### src/common/dctp_defines.svh
// Register addresses, bit positions, reset values and prescale counts of the dual counter/timer pair
`ifndef DCTP_DEFINES_SVH
`define DCTP_DEFINES_SVH

// Register addresses on the special function register port
`define DCTP_ADDR_CTRL       8'h88
`define DCTP_ADDR_MODE       8'h89
`define DCTP_ADDR_LO0        8'h8a
`define DCTP_ADDR_LO1        8'h8b
`define DCTP_ADDR_HI0        8'h8c
`define DCTP_ADDR_HI1        8'h8d
`define DCTP_ADDR_SCALE      8'h8e
`define DCTP_ADDR_IRQ_MASK   8'ha8
`define DCTP_ADDR_EXT_CFG    8'he4

// Timer control register bit positions
`define DCTP_CTRL_OVF1       7
`define DCTP_CTRL_RUN1       6
`define DCTP_CTRL_OVF0       5
`define DCTP_CTRL_RUN0       4

// Interrupt mask register bit positions
`define DCTP_IRQ_EN0         1
`define DCTP_IRQ_EN1         3

// Clock scale register fields
`define DCTP_SCALE_LSB       0
`define DCTP_SCALE_MSB       1
`define DCTP_CLKSEL0         3
`define DCTP_CLKSEL1         4

// External interrupt config: gate polarity bits
`define DCTP_GATE_POL0       3
`define DCTP_GATE_POL1       7

// Mode register halves
`define DCTP_MODE1_LSB       4
`define DCTP_MODE0_LSB       0

// Reset values
`define DCTP_RST_BYTE        8'h00

// Prescale divide counts (system clock cycles per tick) for scale codes 0..3
`define DCTP_DIV_SCALE0      6'd12
`define DCTP_DIV_SCALE1      6'd4
`define DCTP_DIV_SCALE2      6'd48
`define DCTP_DIV_SCALE3      6'd8

`endif

### src/common/dctp_pkg.sv
// Types shared by the dual counter/timer pair
`default_nettype none
package dctp_pkg;

  // Operating mode of one timer
  typedef enum logic [1:0] {
    DCTP_M13    = 2'h0,  // 13-bit count
    DCTP_M16    = 2'h1,  // 16-bit count
    DCTP_M8RL   = 2'h2,  // 8-bit auto-reload
    DCTP_MSPLIT = 2'h3   // split / inactive
  } dctp_mode_t;

  // One nibble of the mode register
  typedef struct packed {
    logic       gate;     // Gate by external input
    logic       cnt_sel;  // 1: count external pin falls
    dctp_mode_t mode;     // Operating mode
  } dctp_tmode_t;

  // Register port request from the core
  typedef struct packed {
    logic       wr;       // One-cycle write strobe
    logic [7:0] addr;     // Register address
    logic [7:0] wdata;    // Write data
  } dctp_sfr_req_t;

  // External pins of both timers
  typedef struct packed {
    logic [1:0] count_pin;  // Count inputs, index = timer
    logic [1:0] gate_in;    // Gate inputs, index = timer
  } dctp_pins_t;

endpackage : dctp_pkg
`default_nettype wire

### src/core/dctp_core.sv
// Dual 16-bit counter/timer pair with its special function registers
// Behaviour
// Each timer is 16 bits, two bytes
// Mode 00 13-bit, 01 16-bit, 10 reload
// Second timer mode 11 stops counting
// First timer mode 11 splits into two
// 13-bit: high byte plus low five bits
// 13-bit wrap sets overflow flag, interrupt
// Counter select counts external pin falls
// Timer select: system or prescaled clock
// Count needs run and open gate
// Gate active level set by polarity bit
// Run bit never clears or reloads count
// Software loads count before setting run
// Second timer mirrors first with own resources
// Per-timer interrupt enable gates requests
// Mode register at 0x89, resets zero
// 16-bit mode wraps at 0xffff, flags
// Reload mode reloads low from high
// Pins synchronised, falls from two samples
`include "dctp_defines.svh"
`default_nettype none
module dctp_core (
  // Clock and reset
  input  wire logic                   clk,
  input  wire logic                   rst_n,
  // Register port
  input  wire dctp_pkg::dctp_sfr_req_t sfr_req,
  output logic [7:0]                  sfr_rdata,
  // External count and gate pins
  input  wire dctp_pkg::dctp_pins_t   pins,
  // Interrupt requests
  output logic                        first_timer_irq,
  output logic                        second_timer_irq
);
  import dctp_pkg::*;
  // Reads come from a register, so software sees the state of the edge
  // before its address; no latch pairs the two count bytes, so a reader
  // that needs a coherent 16-bit value must re-read across a rollover

  // Register state
  logic [7:0]  timer_mode_select;       // Mode register
  logic [7:0]  timer_low [2];           // Low bytes, index = timer
  logic [7:0]  timer_high [2];          // High bytes, index = timer
  logic [1:0]  timer_run;               // Run bits
  logic [1:0]  timer_ovf;               // Overflow flags
  logic [1:0]  timer_irq_en;            // Interrupt enables
  logic [7:0]  clock_scale_control;     // Prescale and clock selects
  logic [1:0]  gate_polarity;           // Gate active levels
  logic [5:0]  prescale_cnt;            // Prescaler counter
  logic [7:0]  next_mode;
  logic [7:0]  next_low [2];
  logic [7:0]  next_high [2];
  logic [1:0]  next_run;
  logic [1:0]  next_ovf;
  logic [1:0]  next_irq_en;
  logic [7:0]  next_scale;
  logic [1:0]  next_pol;
  logic [5:0]  next_prescale;
  logic [7:0]  next_rdata;
  logic        next_irq0;
  logic        next_irq1;

  // Decoded per-timer controls
  dctp_tmode_t tmode [2];
  logic [1:0]  gate_level;              // Synchronised gate inputs
  logic [1:0]  pin_fall;                // Falling-edge pulses of count pins
  logic [1:0]  clk_sel;                 // 1: count every system clock
  logic [1:0]  enable;                  // Run and gate allow counting
  logic [1:0]  tick;                    // Count this cycle
  logic        prescale_tick;           // One pulse per prescale period
  logic        split0;                  // First timer in split mode
  logic        hi_tick;                 // Upper half of split first timer
  logic [5:0]  div_sel;                 // Selected prescale count

  // Mode nibbles decode straight from the register with no shadow copy,
  // so a mode write takes effect at the very next count step
  assign tmode[0] = dctp_tmode_t'(timer_mode_select[`DCTP_MODE0_LSB +: 4]);
  assign tmode[1] = dctp_tmode_t'(timer_mode_select[`DCTP_MODE1_LSB +: 4]);
  assign clk_sel  = {clock_scale_control[`DCTP_CLKSEL1], clock_scale_control[`DCTP_CLKSEL0]};
  assign split0   = (tmode[0].mode == DCTP_MSPLIT);

  // Synchronise both count pins and both gate inputs
  // Gate inputs pass the same two flops as the count pins, so a gate
  // change reaches the enable two edges after the pin moves
  for (genvar g = 0; g < 2; g++) begin : g_pins
    dctp_edge_sync u_count_sync (
      .clk   (clk),
      .rst_n (rst_n),
      .pin   (pins.count_pin[g]),
      .level (),
      .fall  (pin_fall[g])
    );
    dctp_edge_sync u_gate_sync (
      .clk   (clk),
      .rst_n (rst_n),
      .pin   (pins.gate_in[g]),
      .level (gate_level[g]),
      .fall  ()
    );
  end

  // One count step: returns {overflow, high, low}
  // Split mode (default branch) steps only the low byte; the caller keeps
  // the high byte for the upper half, which has its own increment
  function automatic logic [16:0] dctp_step(input dctp_mode_t m, input logic [7:0] lo, input logic [7:0] hi);
    logic [12:0] c13;
    logic [15:0] c16;
    c13 = {hi, lo[4:0]} + 13'h0001;
    c16 = {hi, lo} + 16'h0001;
    case (m)
      // Upper three low bits are left alone; they carry no count
      DCTP_M13:  dctp_step = {({hi, lo[4:0]} == 13'h1fff), c13[12:5], lo[7:5], c13[4:0]};
      DCTP_M16:  dctp_step = {(c16 == 16'h0000), c16};
      DCTP_M8RL: begin
        if (lo == 8'hff) begin
          dctp_step = {1'b1, hi, hi};
        end else begin
          dctp_step = {1'b0, hi, lo + 8'h01};
        end
      end
      default:   dctp_step = {(lo == 8'hff), hi, lo + 8'h01};
    endcase
  endfunction : dctp_step

  // Prescale period for a scale code
  function automatic logic [5:0] dctp_div(input logic [1:0] code);
    case (code)
      2'h0:    dctp_div = `DCTP_DIV_SCALE0;
      2'h1:    dctp_div = `DCTP_DIV_SCALE1;
      2'h2:    dctp_div = `DCTP_DIV_SCALE2;
      default: dctp_div = `DCTP_DIV_SCALE3;
    endcase
  endfunction : dctp_div

  // Prescaler: wraps at the selected period; a scale change takes effect within one period
  // One prescaler serves both timers and runs from reset whether or not a
  // timer uses it, so the first prescaled tick after a run bit is set may
  // come anywhere within one period
  always_comb begin
    div_sel = dctp_div(clock_scale_control[`DCTP_SCALE_MSB:`DCTP_SCALE_LSB]);
    prescale_tick = (prescale_cnt >= div_sel - 6'h01);
    next_prescale = prescale_tick ? 6'h00 : prescale_cnt + 6'h01;
  end

  // Count enables and count sources per timer
  // A pin fall while the gate is closed is lost, not held for later
  always_comb begin
    for (int t = 0; t < 2; t++) begin
      // Gate input counts as active when it equals its polarity bit
      enable[t] = timer_run[t] & (~tmode[t].gate | (gate_level[t] == gate_polarity[t]));
      if (tmode[t].cnt_sel) begin
        tick[t] = enable[t] & pin_fall[t];
      end else begin
        tick[t] = enable[t] & (clk_sel[t] | prescale_tick);
      end
    end
    // Second timer does nothing in mode 11
    if (tmode[1].mode == DCTP_MSPLIT) begin
      tick[1] = 1'b0;
    end
    // Split upper half runs as a timer under the second run bit
    hi_tick = split0 & timer_run[1] & (clk_sel[0] | prescale_tick);
  end

  // Register writes, counting and flag updates
  always_comb begin
    logic [16:0] s0;
    logic [16:0] s1;
    logic [7:0]  hi0_inc;
    s0 = dctp_step(tmode[0].mode, timer_low[0], timer_high[0]);
    s1 = dctp_step(tmode[1].mode, timer_low[1], timer_high[1]);
    hi0_inc = timer_high[0] + 8'h01;
    next_mode   = timer_mode_select;
    next_run    = timer_run;
    next_ovf    = timer_ovf;
    next_irq_en = timer_irq_en;
    next_scale  = clock_scale_control;
    next_pol    = gate_polarity;
    next_low    = timer_low;
    next_high   = timer_high;

    // Count steps; a run-bit change alone never touches the count
    if (tick[0]) begin
      next_low[0] = s0[7:0];
      if (!split0) begin
        next_high[0] = s0[15:8];
      end
    end
    if (hi_tick) begin
      next_high[0] = hi0_inc;
    end
    if (tick[1]) begin
      next_low[1]  = s1[7:0];
      next_high[1] = s1[15:8];
    end

    // Software writes; a byte written this cycle wins over its count
    // Only the byte written is overridden; the other byte keeps this
    // cycle's count step, which can tear a carry across the pair
    if (sfr_req.wr) begin
      if (sfr_req.addr == `DCTP_ADDR_MODE) begin
        next_mode = sfr_req.wdata;
      end else if (sfr_req.addr == `DCTP_ADDR_LO0) begin
        next_low[0] = sfr_req.wdata;
      end else if (sfr_req.addr == `DCTP_ADDR_LO1) begin
        next_low[1] = sfr_req.wdata;
      end else if (sfr_req.addr == `DCTP_ADDR_HI0) begin
        next_high[0] = sfr_req.wdata;
      end else if (sfr_req.addr == `DCTP_ADDR_HI1) begin
        next_high[1] = sfr_req.wdata;
      end else if (sfr_req.addr == `DCTP_ADDR_CTRL) begin
        next_run = {sfr_req.wdata[`DCTP_CTRL_RUN1], sfr_req.wdata[`DCTP_CTRL_RUN0]};
        next_ovf = {sfr_req.wdata[`DCTP_CTRL_OVF1], sfr_req.wdata[`DCTP_CTRL_OVF0]};
      end else if (sfr_req.addr == `DCTP_ADDR_IRQ_MASK) begin
        next_irq_en = {sfr_req.wdata[`DCTP_IRQ_EN1], sfr_req.wdata[`DCTP_IRQ_EN0]};
      end else if (sfr_req.addr == `DCTP_ADDR_SCALE) begin
        next_scale = sfr_req.wdata;
      end else if (sfr_req.addr == `DCTP_ADDR_EXT_CFG) begin
        next_pol = {sfr_req.wdata[`DCTP_GATE_POL1], sfr_req.wdata[`DCTP_GATE_POL0]};
      end
    end

    // Overflow sets come last so a same-cycle software clear loses
    // A flag write of one also sets the flag; only software clears it
    if (tick[0] && s0[16]) begin
      next_ovf[0] = 1'b1;
    end
    // In split mode the upper half owns the second flag
    if (hi_tick && (timer_high[0] == 8'hff)) begin
      next_ovf[1] = 1'b1;
    end
    if (tick[1] && s1[16] && !split0) begin
      next_ovf[1] = 1'b1;
    end
  end

  // Read mux and interrupt requests; all reads are free of side effects
  // Unused bits and unmapped addresses read as zero, except the scale register, which reads back all eight bits as written
  always_comb begin
    next_rdata = 8'h00;
    if (sfr_req.addr == `DCTP_ADDR_MODE) begin
      next_rdata = timer_mode_select;
    end else if (sfr_req.addr == `DCTP_ADDR_LO0) begin
      next_rdata = timer_low[0];
    end else if (sfr_req.addr == `DCTP_ADDR_LO1) begin
      next_rdata = timer_low[1];
    end else if (sfr_req.addr == `DCTP_ADDR_HI0) begin
      next_rdata = timer_high[0];
    end else if (sfr_req.addr == `DCTP_ADDR_HI1) begin
      next_rdata = timer_high[1];
    end else if (sfr_req.addr == `DCTP_ADDR_CTRL) begin
      next_rdata[`DCTP_CTRL_OVF1] = timer_ovf[1];
      next_rdata[`DCTP_CTRL_RUN1] = timer_run[1];
      next_rdata[`DCTP_CTRL_OVF0] = timer_ovf[0];
      next_rdata[`DCTP_CTRL_RUN0] = timer_run[0];
    end else if (sfr_req.addr == `DCTP_ADDR_IRQ_MASK) begin
      next_rdata[`DCTP_IRQ_EN1] = timer_irq_en[1];
      next_rdata[`DCTP_IRQ_EN0] = timer_irq_en[0];
    end else if (sfr_req.addr == `DCTP_ADDR_SCALE) begin
      next_rdata = clock_scale_control;
    end else if (sfr_req.addr == `DCTP_ADDR_EXT_CFG) begin
      next_rdata[`DCTP_GATE_POL1] = gate_polarity[1];
      next_rdata[`DCTP_GATE_POL0] = gate_polarity[0];
    end
    // Requests follow the next flag value so they line up with the flag
    next_irq0 = next_ovf[0] & next_irq_en[0];
    next_irq1 = next_ovf[1] & next_irq_en[1];
  end

  // Register all state
  // Reset is synchronous, so every register sits in one process and the
  // reset branch assigns nothing but constants
  always_ff @(posedge clk) begin
    if (!rst_n) begin
      timer_mode_select   <= `DCTP_RST_BYTE;
      timer_low[0]        <= `DCTP_RST_BYTE;
      timer_low[1]        <= `DCTP_RST_BYTE;
      timer_high[0]       <= `DCTP_RST_BYTE;
      timer_high[1]       <= `DCTP_RST_BYTE;
      timer_run           <= 2'h0;
      timer_ovf           <= 2'h0;
      timer_irq_en        <= 2'h0;
      clock_scale_control <= `DCTP_RST_BYTE;
      gate_polarity       <= 2'h0;
      prescale_cnt        <= 6'h00;
      sfr_rdata           <= 8'h00;
      first_timer_irq     <= 1'b0;
      second_timer_irq    <= 1'b0;
    end else begin
      timer_mode_select   <= next_mode;
      timer_low           <= next_low;
      timer_high          <= next_high;
      timer_run           <= next_run;
      timer_ovf           <= next_ovf;
      timer_irq_en        <= next_irq_en;
      clock_scale_control <= next_scale;
      gate_polarity       <= next_pol;
      prescale_cnt        <= next_prescale;
      sfr_rdata           <= next_rdata;
      first_timer_irq     <= next_irq0;
      second_timer_irq    <= next_irq1;
    end
  end

endmodule : dctp_core
`default_nettype wire

### src/core/dctp_edge_sync.sv
// Two-flop synchroniser with falling-edge detection for one external pin
`default_nettype none
module dctp_edge_sync (
  // Clock and reset
  input  wire logic clk,
  input  wire logic rst_n,
  // Raw pin
  input  wire logic pin,
  // Synchronised level and falling-edge pulse
  output logic      level,
  output logic      fall
);

  logic meta;        // First stage, read only by the second stage
  logic sync;        // Second stage, safe to use
  logic hist;        // Previous synchronised sample
  logic next_meta;
  logic next_sync;
  logic next_hist;

  // Next values of the chain
  always_comb begin
    next_meta = pin;
    next_sync = meta;
    next_hist = sync;
  end

  // Register the chain; reset to high so a high pin at start is not a fall; a low one gives one fall
  always_ff @(posedge clk) begin
    if (!rst_n) begin
      meta <= 1'b1;
      sync <= 1'b1;
      hist <= 1'b1;
    end else begin
      meta <= next_meta;
      sync <= next_sync;
      hist <= next_hist;
    end
  end

  assign level = sync;
  // Fall seen across two successive synchronised samples
  assign fall  = hist & ~sync;

endmodule : dctp_edge_sync
`default_nettype wire

### config.mk
export PLATFORM = sky130hd
export DESIGN_NAME = dctp_core
export DESIGN_NICKNAME = d
export VERILOG_FILES = /design/src/common/dctp_pkg.sv /design/src/core/dctp_core.sv /design/src/core/dctp_edge_sync.sv
export VERILOG_INCLUDE_DIRS = /design/src /design/src/common
export SDC_FILE = /design/constraint.sdc
export NUM_CORES = 1
export LEC_CHECK = 0
export ABC_CLOCK_PERIOD_IN_PS = 3800
export BUFFER_PORTS_ARGS = -buffer_cell sky130_fd_sc_hd__buf_2
export CAP_MARGIN = 20
export CORE_ASPECT_RATIO = 0.9
export CORE_MARGIN = 1.5
export CORE_UTILIZATION = 45
export DETAILED_ROUTE_END_ITERATION = 8
export GPL_TIMING_DRIVEN = 0
export MAX_ROUTING_LAYER = met4
export PLACE_DENSITY_LB_ADDON = 0.08
export REMOVE_ABC_BUFFERS = 1
export SETUP_SLACK_MARGIN = 0.05
export SYNTH_ARGS = -nofsm -noshare
export SYNTH_HDL_FRONTEND = slang
export SYNTH_SLANG_ARGS = --single-unit
### constraint.sdc
create_clock -name clk -period 3.8 [get_ports clk]
set_clock_uncertainty 0.1 [all_clocks]
set_input_delay 0.38 -clock clk [delete_from_list [all_inputs] [get_ports clk]]
set_output_delay 0.38 -clock clk [all_outputs]
set_load 0.01 [all_outputs]
==> results by group <==
Clock tree
  • CTS buffer count: 9
  • Clk sinks: 82
  • Clock-pin slew on the worst setup and hold paths: 60 ps
  • Clock tree root buffer cell: clkbuf_16
  • Hold Buf Count CTS: 0
  • H-tree Lvls: 3
  • Max Root-Sink Buffers: 2
  • Clock tree from TritonCTS: yes
  • Setup Fix Bufs, Post-CTS: 0
  • Clock Latency Late Sink: 350 ps
  • Post-CTS sizing: 0

Floorplanning
  • Starting Density: 46.0%
  • Die area: 13700 µm²
  • DIE HEIGHT: 111 µm
  • Die width: 123 µm
  • Row cnt: 39
  • Ports: 33
  • Core area: 12700 µm²

Hold path
  • WHS Path Cells: 2
  • Hold_sp: pins[0]
  • Hold Crit Class: in -> reg

STA
  • Tmin final: 3180 ps
  • Setup TNS: 0 ps
  • Final hold vios: 0
  • Fmax: 315 MHz
  • Slew margin rel.: 31.2%
  • Setup-failing EPs final: 0
  • Slew @ Worst Pin: 1030 ps
  • Hold Slack: 106 ps
  • Period Utilization, post-route: 83.6%
  • Max Slew Vio Count: 0
  • RSZ-0062 raised after global routing: no

Detailed routing
  • # DRC: 0
  • WL/cell: 21.4 µm
  • Vias: 6085
  • Drt pass-1 iters: 7
  • Post-DRT Antenna Nets: 0
  • Routed WL: 19700 µm
  • Initial DRC Count: 598
  • Vias per inst: 6.61

Yosys
  • FFs w/ async S/R, synth: 0%
  • Post-synth top area share: 28.1%
  • Synthesized-area fraction occupied by adder cells: 2.15%
  • Mapped cell area: 5830 µm²
  • Yosys top cell by area: dfxtp_1
  • Count leader, synth: dfxtp_1
  • Mapped Cells: 773
  • Seq/Total Area, Yosys: 28.1%
  • Total number of yosys warnings: 0
  • Dominant synthesized flop cell: dfxtp_1
  • Synth Area in XOR/XNOR: 2.70%
  • Simple logic cell fraction of the synthesized area: 26.2%
  • Synth cell types: 82
  • Area contributors post-synth: dfxtp_1 28%, mux2i_1 6.0%, o21ai_0 5.2%
  • Post-synth top cells: 82 x dfxtp_1, 79 x nor2_1, 71 x nand2_1
  • Post-synthesis compound-gate area fraction: 27.3%
  • Post-synth EDFFs: 0
  • Yosys reg bits: 82
  • Mux cell area share after synthesis: 7.16%
  • Synthesized area per cell: 7.55 µm²
  • Largest family of logic cells by synthesized area: compound AO/OA/AOI/OAI gates

Worst setup path
  • Worst Setup SP: clock_scale_control[0]$_SDFFE_PN0P_
  • Register-to-Register Path Depth: 8
  • Reg2Reg Launch Point: clock_scale_control[0]$_SDFFE_PN0P_
  • Crit end category: flip-flop
  • CP Data Required Time: 3890 ps
  • CP Max Fanout: 21
  • CP Launch Type: flip-flop
  • CP Class: reg -> reg
  • Data arrival, critical path: 3270 ps

Cells and area
  • Diode count: 0
  • Layout cells sized above 1: 10.7%
  • Share of the core filled with cells: 48.9%
  • P&R area growth vs syn: 6.46%
  • Final Cell Area: 6210 µm²
  • Final #Nets: 784

GRT
  • Vias in the first global route: 5509
  • Gr busiest metal: met2
  • Initial antenna violation count: 0
  • Grt total ovfl: 0
  • GRT met3 Usage: 6.69%
  • Grt met2 use: 43.8%
  • Total GRT Usage: 30.7%
  • M1 GR Usage: 42.4%
  • Largest net degree at the start of global routing: 48
  • First-pass GRT wire length: 31000 µm

Placed design
  • GPL Wtd Cong: 0.952
  • DP Area: 5940 µm²
  • IO buf count: 32
  • Hpwl dp: 13500 µm

Pwr
  • P_sw: 0.454 mW
  • Comb power frac: 5.9%
  • Worst VDD drop: 0.247 mV
  • Leakage: 2.10 nW
  • Power density cells: 290 nW/µm²
  • Clock power share: 45.3%
  • Sequential power share: 48.8%
  • Internal: 1.35 mW
  • Sw frac: 25.2%

Outcome
  • Status: finished, final reports clean

Job
  • Max Cap Viol: 0
==> per-stage QoR <==
| stage | setup slack, ps | std cells | total power, mW |
|---|---|---|---|
| after floorplan | 1270 | 706 | 0.939 |
| after global placement | 255 | 902 | 0.996 |
| after detailed placement | 632 | 904 | 1.00 |
| after CTS | 620 | 920 | 1.82 |
| after global routing | 373 | 920 | 1.86 |
| final | 622 | 920 | 1.80 |
==> logic make-up after synthesis <==
group / after synthesis
and+or+nand+nor: 293
AOI/OAI and AO/OA: 243
adders and majority gates: 10
muxes: 41
xor gates and xnor gates: 18
DFF: 82
other: 1
buffers and inverters: 85
==> state kept, by name, indices dropped and copies added (netlist names) <==
name / count
timer_high: 16
timer_low: 16
clock_scale_control: 8
sfr_rdata: 8
timer_mode_select: 8
prescale_cnt: 6
g_pins.u_count_sync.hist: 2
g_pins.u_count_sync.level: 2
g_pins.u_count_sync.meta: 2
g_pins.u_gate_sync.level: 2
g_pins.u_gate_sync.meta: 2
gate_polarity: 2
timer_irq_en: 2
timer_ovf: 2
timer_run: 2
first_timer_irq: 1
second_timer_irq: 1
==> layout by cell type (no fill, tap or decap), types with 6 or more instances in the layout <==
master and count:
nand2b_1 14, nor2_1 79, nand3_1 36, a21oi_1 57
inv_1 17, o21ai_0 61, o31ai_1 6, dfxtp_1 82
nand4_1 21, xor2_1 11, mux2_2 6, o211ai_1 12
buf_2 32, nor4_1 11, nor3_1 10, mux2i_1 35
a31oi_1 19, ha_1 10, a211oi_1 10, o22ai_1 6
xnor2_1 7, clkbuf_16 9, and3_1 8, nand2_1 71
==> path summary, 6_finish.rpt <==
| kind | end | slack, ps |
|---|---|---|
| setup / recovery | timer_high[15]$_SDFF_PN0_ | 620 |
| setup reg to reg | timer_high[15]$_SDFF_PN0_ | 620 |
| hold reg to reg | g_pins[1].u_count_sync.level$_SDFF_PN1_ | 310 |
| hold / removal | g_pins[0].u_gate_sync.meta$_SDFF_PN1_ | 110 |
==> worst max-delay path: stages (launching register included) <==
cell and delay (ps):
dfxtp_1 340, nand2b_1 150, ha_1 310, nand3_1 130
o21ai_1 430, o31a_1 730, o21ai_0 450, a31oi_1 270
a31oi_1 110
==> power by group through the flow <==
stage,registers [mW],clock network [mW],logic [mW]
2_1_floorplan,0.895,0,0.0444
3_3_place_gp,0.897,0,0.0989
3_5_place_dp,0.897,0,0.104
4_1_cts,0.878,0.832,0.105
5_1_grt,0.879,0.862,0.116
6_report,0.878,0.816,0.107
==> cell type report <==
class / instances / area, µm²
Tap cell: 164 / 205
Timing Repair Buffer: 34 / 195
Multi-Input combinational cell: 606 / 3830
Inverter: 18 / 67.6
Fill cell: 1289 / 6480
Sequential cell: 82 / 1640
Clock buffer: 11 / 233
Clock inverter: 5 / 38.8
==> per-layer routing <==
metal / wire (µm) / vias up / part of all wire, %
met2: 8640 / 294 / 44
met4: 470 / 0 / 2.4
met5: 0 / - / 0
li1: - / 2842 / -
met1: 9000 / 2913 / 46
met3: 1610 / 36 / 8.2
Note: power is estimated with default switching activity, not from simulation.
